==> config.mk <==
export PLATFORM = sky130hd
export DESIGN_NAME = bridge_system_control
export DESIGN_NICKNAME = d
export VERILOG_FILES = /design/src/sysctl_pkg.sv /design/src/sync2.sv /design/src/bridge_system_control.sv
export SDC_FILE = /design/constraint.sdc
export NUM_CORES = 1
export LEC_CHECK = 0
export ABC_AREA = 1
export BUFFER_PORTS_ARGS = -buffer_cell sky130_fd_sc_hd__buf_2
export CAP_MARGIN = 40
export CORE_MARGIN = 2
export CORE_UTILIZATION = 30
export CTS_BUF_LIST = sky130_fd_sc_hd__clkbuf_4 sky130_fd_sc_hd__clkbuf_8
export DETAILED_ROUTE_END_ITERATION = 8
export MAX_ROUTING_LAYER = met4
export SKIP_CTS_REPAIR_TIMING = 1
export SYNTH_ARGS = -nofsm -noshare
export SYNTH_HDL_FRONTEND = slang
export SYNTH_SLANG_ARGS = --single-unit
==> constraint.sdc <==
create_clock -name ref_clk_i -period 1.9 [get_ports ref_clk_i]
set_input_delay 0.095 -clock ref_clk_i [delete_from_list [all_inputs] [get_ports ref_clk_i]]
set_output_delay 0.095 -clock ref_clk_i [all_outputs]
set_load 0.05 [all_outputs]
==> src/sysctl_pkg.sv <==
package sysctl_pkg;

    // ************************************************************
    // Bus geometry
    // ************************************************************
    localparam int ADDR_W = 4;                      // Byte address bits decoded
    localparam int DATA_W = 32;                     // Wishbone data width
    localparam int SEL_W = 4;                       // Byte lanes

    // ************************************************************
    // Register byte offsets
    // ************************************************************
    localparam logic [ADDR_W-1:0] OFS_CTRL = 4'h0;      // Map and monitor control
    localparam logic [ADDR_W-1:0] OFS_STATUS = 4'h4;    // Block state, one clearable flag
    localparam logic [ADDR_W-1:0] OFS_LUT_LO = 4'h8;    // Ratio table entries 0..7
    localparam logic [ADDR_W-1:0] OFS_LUT_HI = 4'hc;    // Ratio table entries 8..15

    // ************************************************************
    // Control register fields
    // ************************************************************
    localparam int CTRL_MAP_LSB = 0;                // Software map choice, 2 bits
    localparam int CTRL_OVR_BIT = 2;                // Software map overrides strap
    localparam int CTRL_MON_BIT = 3;                // Monitor source: 1 bus clock, 0 PLL

    // ************************************************************
    // Status register fields
    // ************************************************************
    localparam int ST_MAPSTRAP_BIT = 0;             // Captured map strap
    localparam int ST_ROMW_BIT = 1;                 // Captured ROM bank 0 width strap
    localparam int ST_ROMLOC_BIT = 2;               // Captured ROM location strap
    localparam int ST_MAP_LSB = 3;                  // Active map, 2 bits
    localparam int ST_RATIO_LSB = 5;                // Active ratio code, 2 bits
    localparam int ST_BYPASS_BIT = 7;               // PLL bypass in force
    localparam int ST_SUSP_BIT = 8;                 // Suspend mode
    localparam int ST_QST_LSB = 9;                  // Quiesce state, 2 bits
    localparam int ST_MCP_BIT = 11;                 // Machine check asserted
    localparam int ST_IRQ_BIT = 12;                 // Unrecorded write flag, write 1 clears
    localparam int ST_ROM1_BIT = 13;                // ROM bank 1 is 64 bits wide

    // ************************************************************
    // Clock ratio lookup table
    // ************************************************************
    localparam int LUT_N = 16;                      // One entry per strap code
    localparam int LUT_ENT_W = 4;                   // Entry stride in a register
    localparam int LUT_PER_REG = 8;                 // Entries per register
    localparam int LUT_BYP_BIT = 2;                 // Bypass bit inside an entry

    // ************************************************************
    // Enumerations
    // ************************************************************
    typedef enum logic [1:0] {
        MAP_A = 2'b00,                              // Address map A
        MAP_B = 2'b01,                              // Address map B
        MAP_EMU = 2'b10,                            // Emulation map, software only
        MAP_RSVD = 2'b11                            // Not a map
    } addr_map_t;

    typedef enum logic [1:0] {
        RATIO_1_1 = 2'b00,                          // Core equals reference
        RATIO_2_1 = 2'b01,                          // Core twice reference
        RATIO_3_1 = 2'b10,                          // Core thrice reference
        RATIO_RSVD = 2'b11                          // Not a ratio
    } ratio_t;

    typedef enum logic [1:0] {
        Q_RUN = 2'b00,                              // Normal operation
        Q_DRAIN = 2'b01,                            // Snoop traffic pausing
        Q_ACK = 2'b10                               // Quiesced, acknowledge given
    } qstate_t;

    // ************************************************************
    // Reset values
    // ************************************************************
    localparam logic [2:0] LUT_ENTRY_RST = 3'h0;    // Every code 1:1, no bypass
    localparam logic [1:0] MAP_SEL_RST = 2'h0;      // Software map choice after reset
    localparam logic [1:0] MON_DIV_RST = 2'h0;      // Monitor divider start
    localparam int SYNC_W = 11;                     // Synchronised pin count

endpackage

==> src/sync2.sv <==
`timescale 1ns/100ps

// Two-stage synchroniser for a bus of independent pin levels
module sync2 #(
    parameter int WIDTH = 1
) (
    // Clock and reset
    input wire logic ref_clk_i,
    input wire logic srst_i,
    // Pins in, synchronised levels out
    input wire logic [WIDTH-1:0] async_i,
    input wire logic [WIDTH-1:0] rst_val_i,
    output logic [WIDTH-1:0] sync_o
);

    // ************************************************************
    // State
    // ************************************************************
    typedef struct packed {
        logic [WIDTH-1:0] meta;                     // First stage, read only by second
        logic [WIDTH-1:0] stable;                   // Second stage
    } sync_state_t;

    sync_state_t s_reg;
    sync_state_t s_next;

    // Next state: shift the pins through two stages
    always_comb begin
        s_next = s_reg;
        s_next.meta = async_i;
        s_next.stable = s_reg.meta;
        if (srst_i) begin
            s_next.meta = rst_val_i;
            s_next.stable = rst_val_i;
        end
    end

    // Register the state
    always_ff @(posedge ref_clk_i) begin
        s_reg <= s_next;
    end

    assign sync_o = s_reg.stable;

endmodule // sync2

==> src/bridge_system_control.sv <==
// The register addresses and the Wishbone slave port are this design's own decisions.
`timescale 1ns/100ps

module bridge_system_control (
    // Clock and reset
    input wire logic ref_clk_i,
    input wire logic srst_i,
    // Wishbone slave
    input wire logic wb_cyc_i,
    input wire logic wb_stb_i,
    input wire logic wb_we_i,
    input wire logic [sysctl_pkg::ADDR_W-1:0] wb_adr_i,
    input wire logic [sysctl_pkg::SEL_W-1:0] wb_sel_i,
    input wire logic [sysctl_pkg::DATA_W-1:0] wb_dat_i,
    output logic [sysctl_pkg::DATA_W-1:0] wb_dat_o,
    output logic wb_ack_o,
    // Pins from the system, asynchronous
    input wire logic hard_reset_in_n_i,
    input wire logic fatal_error_n_i,
    input wire logic quiesce_request_n_i,
    input wire logic suspend_i,
    input wire logic map_select_strap_i,
    input wire logic rom0_width_strap_i,
    input wire logic rom_location_strap_i,
    input wire logic [3:0] pll_cfg_strap_i,
    // Core side, same clock
    input wire logic snoop_idle_i,
    input wire logic pci_unrecorded_write_i,
    // Pins to the system
    output logic machine_check_out_n_o,
    output logic quiesce_ack_n_o,
    output logic clock_monitor_out_o,
    output logic unrecorded_write_irq_o,
    output logic pins_oe_n_o,
    // Core configuration outputs
    output logic snoop_pause_o,
    output logic low_power_o,
    output logic suspended_o,
    output logic refresh_keep_o,
    output logic [1:0] pll_ratio_o,
    output logic pll_bypass_o,
    output logic [1:0] active_map_o,
    output logic rom0_8bit_o,
    output logic rom1_64bit_o,
    output logic rom_on_cpu_bus_o
);
    import sysctl_pkg::*;

    // ************************************************************
    // Pin synchronisation
    // ************************************************************
    logic [SYNC_W-1:0] pins_raw;                    // Pins gathered
    logic [SYNC_W-1:0] pins_rst;                    // Inactive levels for reset
    logic [SYNC_W-1:0] pins_s;                      // Pins after two flops

    assign pins_raw = {pll_cfg_strap_i, rom_location_strap_i, rom0_width_strap_i,
                       map_select_strap_i, suspend_i, quiesce_request_n_i,
                       fatal_error_n_i, hard_reset_in_n_i};
    assign pins_rst = {4'h0, 3'h0, 1'b0, 1'b1, 1'b1, 1'b1};

    // Control pins sit at the low end of the pin word, straps above them
    localparam int CTL_W = 4;

    // Control pins: held at their inactive levels during system reset
    sync2 #(.WIDTH(CTL_W)) u_pin_sync (
        .ref_clk_i(ref_clk_i),
        .srst_i(srst_i),
        .async_i(pins_raw[CTL_W-1:0]),
        .rst_val_i(pins_rst[CTL_W-1:0]),
        .sync_o(pins_s[CTL_W-1:0])
    );

    // Straps: never forced, so a system reset captures the real pin levels
    sync2 #(.WIDTH(SYNC_W-CTL_W)) u_strap_sync (
        .ref_clk_i(ref_clk_i),
        .srst_i(1'b0),
        .async_i(pins_raw[SYNC_W-1:CTL_W]),
        .rst_val_i(pins_rst[SYNC_W-1:CTL_W]),
        .sync_o(pins_s[SYNC_W-1:CTL_W])
    );

    logic hard_reset_in_s;                                   // Hard reset, active high
    logic fatal_s;                                  // Fatal error, active high
    logic quiesce_request_s;                                   // Quiesce request, active high
    logic susp_s;                                   // Suspend level
    logic map_strap_s;                              // Map strap level
    logic romw_strap_s;                             // ROM width strap level
    logic romloc_strap_s;                           // ROM location strap level
    logic [3:0] pll_s;                              // Ratio strap code

    assign hard_reset_in_s = ~pins_s[0];
    assign fatal_s = ~pins_s[1];
    assign quiesce_request_s = ~pins_s[2];
    assign susp_s = pins_s[3];
    assign map_strap_s = pins_s[4];
    assign romw_strap_s = pins_s[5];
    assign romloc_strap_s = pins_s[6];
    assign pll_s = pins_s[10:7];

    // ************************************************************
    // State
    // ************************************************************
    typedef struct packed {
        logic ack;                                  // Bus acknowledge
        logic [DATA_W-1:0] rdata;                   // Bus read data
        addr_map_t map_sel;                         // Software map choice
        logic map_ovr;                              // Software map in force
        logic mon_bus;                              // Monitor shows bus clock
        logic [LUT_N-1:0][2:0] lut;                 // Strap code to ratio and bypass
        logic map_strap;                            // Captured map strap
        logic romw_strap;                           // Captured width strap
        logic romloc_strap;                         // Captured location strap
        qstate_t qst;                               // Quiesce sequence
        logic irq;                                  // Unrecorded write flag
        logic machine_check_out;                                  // Machine check active
        logic susp;                                 // Suspend mode
        ratio_t ratio;                              // Ratio driven to PLL
        logic bypass;                               // Bypass driven to PLL
        addr_map_t map;                             // Active map
        logic [1:0] mon_div;                        // Monitor divider count
        logic mon;                                  // Monitor output level
        logic oe_n;                                 // Pins released when high
        logic mcp_n;                                // Machine check pin, low active
        logic quiesce_ack_n;                               // Quiesce acknowledge pin, low active
        logic pause;                                // Snoop pause to the core
        logic lp;                                   // Low power flag to the core
        logic rom1_wide;                            // ROM bank 1 width flag
    } ctl_state_t;

    ctl_state_t s_reg;
    ctl_state_t s_next;

    // ************************************************************
    // Helpers
    // ************************************************************
    logic int_rst;                                  // Complete internal reset
    logic bus_req;                                  // New bus request this cycle
    logic wr_req;                                   // Bus write this cycle
    logic [2:0] lut_ent;                            // Entry for present strap code
    logic [DATA_W-1:0] status_word;                 // Status register image
    logic [DATA_W-1:0] lut_lo_word;                 // Table, low half image
    logic [DATA_W-1:0] lut_hi_word;                 // Table, high half image
    logic [DATA_W-1:0] ctrl_word;                   // Control register image

    // Suspend ignores the hard reset pin; system reset always acts
    assign int_rst = srst_i | (hard_reset_in_s & ~s_reg.susp);
    assign bus_req = wb_cyc_i & wb_stb_i & ~s_reg.ack;
    assign wr_req = bus_req & wb_we_i;
    assign lut_ent = s_reg.lut[pll_s];

    // Register images for reading
    always_comb begin
        ctrl_word = '0;
        ctrl_word[CTRL_MAP_LSB +: 2] = s_reg.map_sel;
        ctrl_word[CTRL_OVR_BIT] = s_reg.map_ovr;
        ctrl_word[CTRL_MON_BIT] = s_reg.mon_bus;
        status_word = '0;
        status_word[ST_MAPSTRAP_BIT] = s_reg.map_strap;
        status_word[ST_ROMW_BIT] = s_reg.romw_strap;
        status_word[ST_ROMLOC_BIT] = s_reg.romloc_strap;
        status_word[ST_MAP_LSB +: 2] = s_reg.map;
        status_word[ST_RATIO_LSB +: 2] = s_reg.ratio;
        status_word[ST_BYPASS_BIT] = s_reg.bypass;
        status_word[ST_SUSP_BIT] = s_reg.susp;
        status_word[ST_QST_LSB +: 2] = s_reg.qst;
        status_word[ST_MCP_BIT] = s_reg.machine_check_out;
        status_word[ST_IRQ_BIT] = s_reg.irq;
        status_word[ST_ROM1_BIT] = 1'b1;
        lut_lo_word = '0;
        lut_hi_word = '0;
        for (int i = 0; i < LUT_PER_REG; i++) begin
            lut_lo_word[i*LUT_ENT_W +: 3] = s_reg.lut[i];
            lut_hi_word[i*LUT_ENT_W +: 3] = s_reg.lut[i+LUT_PER_REG];
        end
    end

    // ************************************************************
    // Next-state logic
    // ************************************************************
    always_comb begin
        s_next = s_reg;

        // Bus: answer every request one cycle later, unmapped reads zero
        s_next.ack = bus_req;
        if (bus_req && !wb_we_i) begin
            unique case (wb_adr_i)
                OFS_CTRL: s_next.rdata = ctrl_word;
                OFS_STATUS: s_next.rdata = status_word;
                OFS_LUT_LO: s_next.rdata = lut_lo_word;
                OFS_LUT_HI: s_next.rdata = lut_hi_word;
                default: s_next.rdata = '0;
            endcase
        end

        // Bus writes, low byte lane carries the control bits
        if (wr_req && wb_adr_i == OFS_CTRL && wb_sel_i[0]) begin
            if (addr_map_t'(wb_dat_i[CTRL_MAP_LSB +: 2]) != MAP_RSVD) begin
                s_next.map_sel = addr_map_t'(wb_dat_i[CTRL_MAP_LSB +: 2]);
            end
            s_next.map_ovr = wb_dat_i[CTRL_OVR_BIT];
            s_next.mon_bus = wb_dat_i[CTRL_MON_BIT];
        end
        // Table writes, each byte lane holds two entries
        for (int i = 0; i < LUT_PER_REG; i++) begin
            if (wr_req && wb_adr_i == OFS_LUT_LO && wb_sel_i[i/2]) begin
                s_next.lut[i] = wb_dat_i[i*LUT_ENT_W +: 3];
            end
            if (wr_req && wb_adr_i == OFS_LUT_HI && wb_sel_i[i/2]) begin
                s_next.lut[i+LUT_PER_REG] = wb_dat_i[i*LUT_ENT_W +: 3];
            end
        end

        // Suspend follows its pin
        s_next.susp = susp_s;
        // Outputs float in suspend
        s_next.oe_n = susp_s;

        // Fatal error, frozen while suspended
        if (!s_reg.susp) begin
            s_next.machine_check_out = fatal_s;
        end

        // Ratio straps followed every cycle, no reset needed
        s_next.ratio = ratio_t'(lut_ent[1:0]);
        if (lut_ent[1:0] == RATIO_RSVD) begin
            s_next.ratio = RATIO_1_1;
        end
        s_next.bypass = lut_ent[LUT_BYP_BIT];

        // Active map, emulation reachable only from software
        s_next.map = s_reg.map_strap ? MAP_A : MAP_B;
        if (s_reg.map_ovr) begin
            s_next.map = s_reg.map_sel;
        end

        // Quiesce sequence, inputs ignored in suspend
        if (!s_reg.susp) begin
            unique case (s_reg.qst)
                Q_RUN: begin
                    if (quiesce_request_s) begin
                        s_next.qst = Q_DRAIN;
                    end
                end
                Q_DRAIN: begin
                    if (!quiesce_request_s) begin
                        s_next.qst = Q_RUN;
                    end else if (snoop_idle_i) begin
                        s_next.qst = Q_ACK;
                    end
                end
                Q_ACK: begin
                    if (!quiesce_request_s) begin
                        s_next.qst = Q_RUN;
                    end
                end
                default: s_next.qst = Q_RUN;
            endcase
        end

        // Unrecorded write flag, set wins over the clearing write
        if (wr_req && wb_adr_i == OFS_STATUS && wb_sel_i[1] && wb_dat_i[ST_IRQ_BIT]) begin
            s_next.irq = 1'b0;
        end
        if (pci_unrecorded_write_i && s_reg.map == MAP_EMU && !s_reg.susp) begin
            s_next.irq = 1'b1;
        end

        // Clock monitor: bus clock toggles each cycle, PLL view by ratio
        s_next.mon_div = s_reg.mon_div + 2'h1;
        if (s_reg.mon_bus || s_reg.mon_div >= 2'(s_reg.ratio)) begin
            s_next.mon_div = MON_DIV_RST;
            s_next.mon = ~s_reg.mon;
        end

        // Complete reset: capture straps, release pins, clear all
        if (int_rst) begin
            s_next = '0;
            s_next.oe_n = 1'b1;
            s_next.map_sel = addr_map_t'(MAP_SEL_RST);
            s_next.lut = {LUT_N{LUT_ENTRY_RST}};
            s_next.map_strap = map_strap_s;
            s_next.romw_strap = romw_strap_s;
            s_next.romloc_strap = romloc_strap_s;
            s_next.map = map_strap_s ? MAP_A : MAP_B;
            s_next.susp = 1'b0;
            s_next.ratio = RATIO_1_1;
            s_next.mon_div = MON_DIV_RST;
            s_next.ack = 1'b0;
        end

        // Pin images taken from the next state, so every output leaves a flop
        s_next.mcp_n = ~s_next.machine_check_out;
        s_next.quiesce_ack_n = (s_next.qst != Q_ACK);
        s_next.pause = (s_next.qst != Q_RUN);
        s_next.lp = (s_next.qst == Q_ACK);
        s_next.rom1_wide = 1'b1;
    end

    // Register the state
    always_ff @(posedge ref_clk_i) begin
        s_reg <= s_next;
    end

    // ************************************************************
    // Outputs, all from the state register
    // ************************************************************
    assign wb_dat_o = s_reg.rdata;
    assign wb_ack_o = s_reg.ack;
    assign machine_check_out_n_o = s_reg.mcp_n;
    assign quiesce_ack_n_o = s_reg.quiesce_ack_n;
    assign clock_monitor_out_o = s_reg.mon;
    assign unrecorded_write_irq_o = s_reg.irq;
    assign pins_oe_n_o = s_reg.oe_n;
    assign snoop_pause_o = s_reg.pause;
    assign low_power_o = s_reg.lp;
    assign suspended_o = s_reg.susp;
    assign refresh_keep_o = s_reg.susp;
    assign pll_ratio_o = s_reg.ratio;
    assign pll_bypass_o = s_reg.bypass;
    assign active_map_o = s_reg.map;
    assign rom0_8bit_o = s_reg.romw_strap;
    assign rom1_64bit_o = s_reg.rom1_wide;
    assign rom_on_cpu_bus_o = s_reg.romloc_strap;

endmodule // bridge_system_control

Word level (Yosys, flattened, before mapping) --
Cells that the tools add are included.
Storage, ports and cells: bits in registers 128, bits of input ports 58, output and inout port bits 50, logic and storage cells 112
Cells by class: add/sub/neg operators 1, order comparisons 2, equal/unequal tests 10, muxes and demuxes 18, bitwise gates (word level) 11, reduce and logical (&&, ||, !) cells 28
Operators with widths (count):
- $pmux 31 s4 | 1
- $mux 19 | 1
- $logic_and 1x1->1 | 18
- $mux 2 | 7
- $bmux 3 s4 | 1
- $eq 2x2->1 const B | 4
- $eq 4x4->1 const B | 2
- $mux 3 | 2
- $not 1->1 | 6
- $pmux 2 s3 | 1
- $lt 4x5->1 const B | 1
- $mux 1 | 5
- $and 1x1->1 | 4
- $eq 4x3->1 const B | 1
- $logic_not 4->1 | 1
- $ne 2x2->1 const B | 2
- $reduce_bool 2->1 | 2
- $reduce_or 2->1 | 2
- $add 2x1->2 const B | 1
- $eq 2x1->1 const B | 1
- $ge 2x2->1 | 1
- $logic_not 1->1 | 2
- $logic_not 2->1 | 1
- $reduce_and 2->1 | 1
- other kinds (2) | 2

Depth between registers and ports, before layout --
word-level depth 10, gate-level depth with buffers 11, depth with buffers taken out 10

By module --
A second synthesis with hierarchy kept.
Unflattened totals: cell total of the unflattened synthesis 734, area total of the unflattened synthesis 5465.2 sq um
Modules (own cells, without submodules):
- bridge_system_control | instances 1, cells each 642, area an instance 4677.0 sq um, seq. area each 2052.0 sq um
- sync2 at u_strap_sync | instances 1, cells each 59, area an instance 519.2 sq um, seq. area each 280.3 sq um
- sync2 at u_pin_sync | instances 1, cells each 33, area an instance 269.0 sq um, seq. area each 160.2 sq um

Worst setup path after synthesis --
No wires, ideal clock.
path type reg-to-reg, start point register s_reg (netlist bit wb_ack_o), end point register s_reg (netlist bit wb_dat_o[1]), library setup time 0.072 ns, data arrival time 1.507 ns, data required time 1.828 ns, setup slack 0.320 ns, stages on the path, launching flop included 7, path buffers 1, clock period less this slack 1.580 ns, cell sequence dfxtp_1 > nand3b_4 > nor2_2 > inv_2 > clkbuf_1 > nand2_1 > a21oi_1
On the way: longest elaborated chain between the ends 3
RTL lines:
- start: declaration | RTL line bridge_system_control.sv:130 | ctl_state_t s_reg;
- start signal: assignment | RTL line bridge_system_control.sv:301 | s_reg <= s_next;
- $not 1->1 | RTL line bridge_system_control.sv:147 | assign bus_req = wb_cyc_i & wb_stb_i & ~s_reg.ack;
- $and 1x1->1 | RTL line bridge_system_control.sv:147
- $logic_and 1x1->1 | RTL line bridge_system_control.sv:185 | if (bus_req && !wb_we_i) begin
No other way between the ends. A chain may end at the register's enable or synchronous reset.

Worst setup path in the final report --
start point register s_reg (netlist bit wb_ack_o), end point register s_reg (netlist bit lut_lo_word[18])
On the way: longest elaborated chain between the ends 5
RTL lines:
- $not 1->1 | RTL line bridge_system_control.sv:147
- $and 1x1->1 | RTL line bridge_system_control.sv:147
- $and 1x1->1 | RTL line bridge_system_control.sv:148 | assign wr_req = bus_req & wb_we_i;
- $logic_and 1x1->1 (2 in series) | RTL line bridge_system_control.sv:205 | if (wr_req && wb_adr_i == OFS_LUT_LO && wb_sel_i[i/2]) begin
No other way between the ends.

==> impl_metrics.yaml <==
timing:
  timing.final.crit_period_ns: 1.452
  final.setup_skew_ns: 0.01139
  tns_ns: 0
  final_max_slew_viol_count: 0
  worst_hold_slack_ns: -0.02099
  rsz_0062_raised_after_global_routing: "false"
  timing.final.crit_share: 0.7645
  setup_violations: 0
  fmax_mhz: 688.5
  final-hold-violation-count: 2
clocking:
  cts_max_level: 4
  cts_tree: "built"
  cts_root_cell: "sky130_fd_sc_hd__clkbuf_8"
  clk-insertion-delay-late_ns: 0.44
  cts-root-to-sink-buffers: 2
  cts.clk_slew.worst_paths_ns: 0.07
  cts_made_buffers: 17
  clock-sinks: 123
critical_path:
  reg2reg_slack_ns: 0.45
  timing.setup.critical_path_class: "reg -> reg"
  worst-endpoint-arrival_ns: 1.76
  critical_path.reg2reg.endpoint: "lut_lo_word[18]"
  critical_path.slowest_cell: "sky130_fd_sc_hd__dfxtp_1"
  worst_setup_path_start_kind: "flip-flop"
  worst-endpoint-required_ns: 2.21
  crit_chain: "nand3b_4 > nor2_4 > nand2_2 > nor2_1 > inv_1 > o21ai_0 > a21oi_1"
  path_max_fanout: 12
  critical-path-max-stage-delay_ns: 0.31
  reg2regPathDepth: 7
  timing.rr.start: "wb_ack_o"
  worst_setup_path_end_kind: "flip-flop"
place:
  place.gp.congestion: 0.8997
  placement.cell_area_um2: 5712
  numPortBuffers: 94
  place.detailed.hpwl_um: 9641
floorplanning:
  dieHeight_um: 136.6
  rows: 48
  io_pins: 108
  die_width_um: 136.6
  floorplan.core_area_um2: 17240
  die_area_um2: 18660
  initial_utilization: 0.3060
layout:
  drive_above_1_share: 0.2067
  commonest_cells_after_routing_fill_and_taps_aside: "sky130_fd_sc_hd__nand2_1 (124), sky130_fd_sc_hd__dfxtp_1 (120), sky130_fd_sc_hd__buf_2 (94)"
  area_growth_synth_to_finish_pct: 24.43
  fin_nets: 850
  multi_input_area_um2: 2033
  largest_register_ffs: 27
  final.fill_count: 1778
  ff_latch_area_um2: 2492
  post-route-cell-area_um2: 6564
  layout.cells.most_common: "sky130_fd_sc_hd__nand2_1"
grt:
  grt_pass1_vias: 4091
  global_route.peak_usage_layer: "met2"
  grt_first_pass_wirelength_um: 21420
  use_met2: 0.2214
  groute.layer.met1.usage: 0.2057
  grtUsageTotal: 0.1549
  global_route.overflow_total: 0
  grt_max_degree: 47
  antenna_found_initial: 1
  globalRouteMet3Util: 0.04667
hold_path:
  worstHoldPathType: "in -> reg"
  hold_end: "lut_lo_word[5]"
  worstHoldStart: "wb_dat_i[5]"
  whs_path_depth: 3
routing:
  wl_um: 13700
  vias: 4542
  detail_route.drc_violations: 0
  drt-pass1-iter-count: 4
  vias_per_cell: 4.414
  drt_first_iter_violations: 309
  wl_per_cell_um: 13.31
  drt.antenna.violating_nets: 0
job:
  maxCapViolations: 0
synth:
  seq_area_frac_synth: 0.4725
  synth.top_cells.by_area: "sky130_fd_sc_hd__dfxtp_1 (46%), sky130_fd_sc_hd__nand2_1 (8.8%), sky130_fd_sc_hd__a21oi_1 (7.3%), sky130_fd_sc_hd__inv_1 (6.0%), sky130_fd_sc_hd__buf_4 (5.6%)"
  syn_area_um2: 5275
  yosysWarningCount: 0
  post_synth_and_or_nand_nor_area_fraction: 0.1952
  share_of_the_synthesized_area_in_compound_gates_ao_oa_aoi_oai: 0.1781
  count_of_unique_library_cells_instantiated_by_yosys: 34
  synth_xor_area_frac: 0.001660
  syn-instance-count: 687
  synth.area.mux_share: 0
  synth_largest_area_cell: "sky130_fd_sc_hd__dfxtp_1"
  dominant_combinational_cell_family_by_area_after_synthesis: "simple AND/OR/NAND/NOR gates"
  syn_avg_cell_area_um2: 7.678
  synth_largest_type_area_fraction: 0.4554
  yosys_register_bits: 123
  synth_adder_area_share: 0.004744
pwr:
  power_density_nw_per_um2: 867.2
  leakage_power_of_the_design_nw: 2.758
  max-vdd-ir-drop_uv: 544.6
status:
  result_of_the_run: "finished with violations"
  failed_checks: "hold timing"
==> metal layers <==
metal | part of all wire | vias up
met4 | 0.018 | 0
met2 | 0.44 | 112
met3 | 0.055 | 18
li1 | - | 2403
met1 | 0.48 | 2009
met5 | 0 | -
==> Yosys cell counts <==
cell type and number:
sky130_fd_sc_hd__nand2_1 124, sky130_fd_sc_hd__dfxtp_1 120, sky130_fd_sc_hd__inv_1 84, sky130_fd_sc_hd__a21oi_1 77, sky130_fd_sc_hd__o21ai_0 49, sky130_fd_sc_hd__nand3_1 42, sky130_fd_sc_hd__buf_4 39, sky130_fd_sc_hd__nor2_1 34
sky130_fd_sc_hd__clkbuf_1 17, sky130_fd_sc_hd__o21ai_1 17, sky130_fd_sc_hd__o22ai_1 14, sky130_fd_sc_hd__buf_2 7, sky130_fd_sc_hd__nor3_1 7, sky130_fd_sc_hd__o211ai_1 7, sky130_fd_sc_hd__or2_2 6, sky130_fd_sc_hd__inv_2 5
sky130_fd_sc_hd__a211oi_2 4, sky130_fd_sc_hd__nand4_1 4, sky130_fd_sc_hd__nor2_2 4, sky130_fd_sc_hd__nor2_4 4, sky130_fd_sc_hd__buf_6 3, sky130_fd_sc_hd__edfxtp_1 3, sky130_fd_sc_hd__a211oi_1 2, sky130_fd_sc_hd__conb_1 2
sky130_fd_sc_hd__ha_1 2, sky130_fd_sc_hd__nand2_4 2, sky130_fd_sc_hd__a32o_1 1, sky130_fd_sc_hd__clkinv_1 1, sky130_fd_sc_hd__clkinv_4 1, sky130_fd_sc_hd__nand2_2 1, sky130_fd_sc_hd__nand3_2 1, sky130_fd_sc_hd__nand3b_4 1
sky130_fd_sc_hd__o21ai_2 1, sky130_fd_sc_hd__xnor2_1 1
==> logic make-up (layout without fill, tap and decap cells) <==
logic type,Yosys count,in the layout
other,2,7
buffers and inverters,157,269
AO/OA/AOI/OAI,172,172
XOR/XNOR,1,1
flip-flops,123,123
adder cells (fa/ha/maj),2,2
AND/OR/NAND/NOR,230,230
==> area by class of cell <==
| cell class | count | share of cell area |
|---|---|---|
| tap | 225 | 0.04289 |
| antenna | 1 | 0.0003812 |
| clock buffer | 24 | 0.04365 |
| clock inverter | 8 | 0.02173 |
| multi-input combinational | 411 | 0.3098 |
| timing repair buffer | 146 | 0.1491 |
| inverter | 91 | 0.05280 |
| sequential | 123 | 0.3797 |
==> how the worst max path moves through the flow <==
stage                      startpoint               to  slack [ns]  cells after the start
after floorplan              wb_ack_o      wb_dat_o[1]        0.32                      6
after global placement    wb_adr_i[1]      wb_dat_o[9]        0.43                      8
after detailed placement  wb_adr_i[1]      wb_dat_o[2]        0.39                      8
after CTS                    wb_ack_o  lut_lo_word[18]        0.42                      7
after global routing         wb_ack_o  lut_hi_word[22]        0.27                      7
final                        wb_ack_o  lut_lo_word[18]        0.45                      7
==> critical path: cells and delay by family, from the launching register on <==
kind | cells | cell delay, ns
DFF | 1 | 0.31
AOI/OAI and AO/OA | 2 | 0.25
buffers and inverters | 1 | 0.17
and+or+nand+nor | 4 | 0.60
==> per-stage QoR <==
stage	cells	setup slack [ns]	power [W]	util
3_5_place_dp	954	0.3902	0.003166	0.3314
2_1_floorplan	691	0.3204	0.003020	-
6_report	1029	0.4475	0.005692	0.3808
3_3_place_gp	954	0.4261	0.003164	0.3314
5_1_grt	1029	0.2670	0.005932	0.3808
4_1_cts	986	0.4238	0.005703	0.3563
==> report_power, final <==
part / leakage [nW] / switching [W] / internal [W]
combinational: 1.53 / 0.000322 / 0.000186
clock: 0.223 / 0.000994 / 0.00152
sequential: 1.01 / 0.0000273 / 0.00264
total: 2.76 / 0.00134 / 0.00435
No activity file was read; power rests on OpenSTA's default activity.
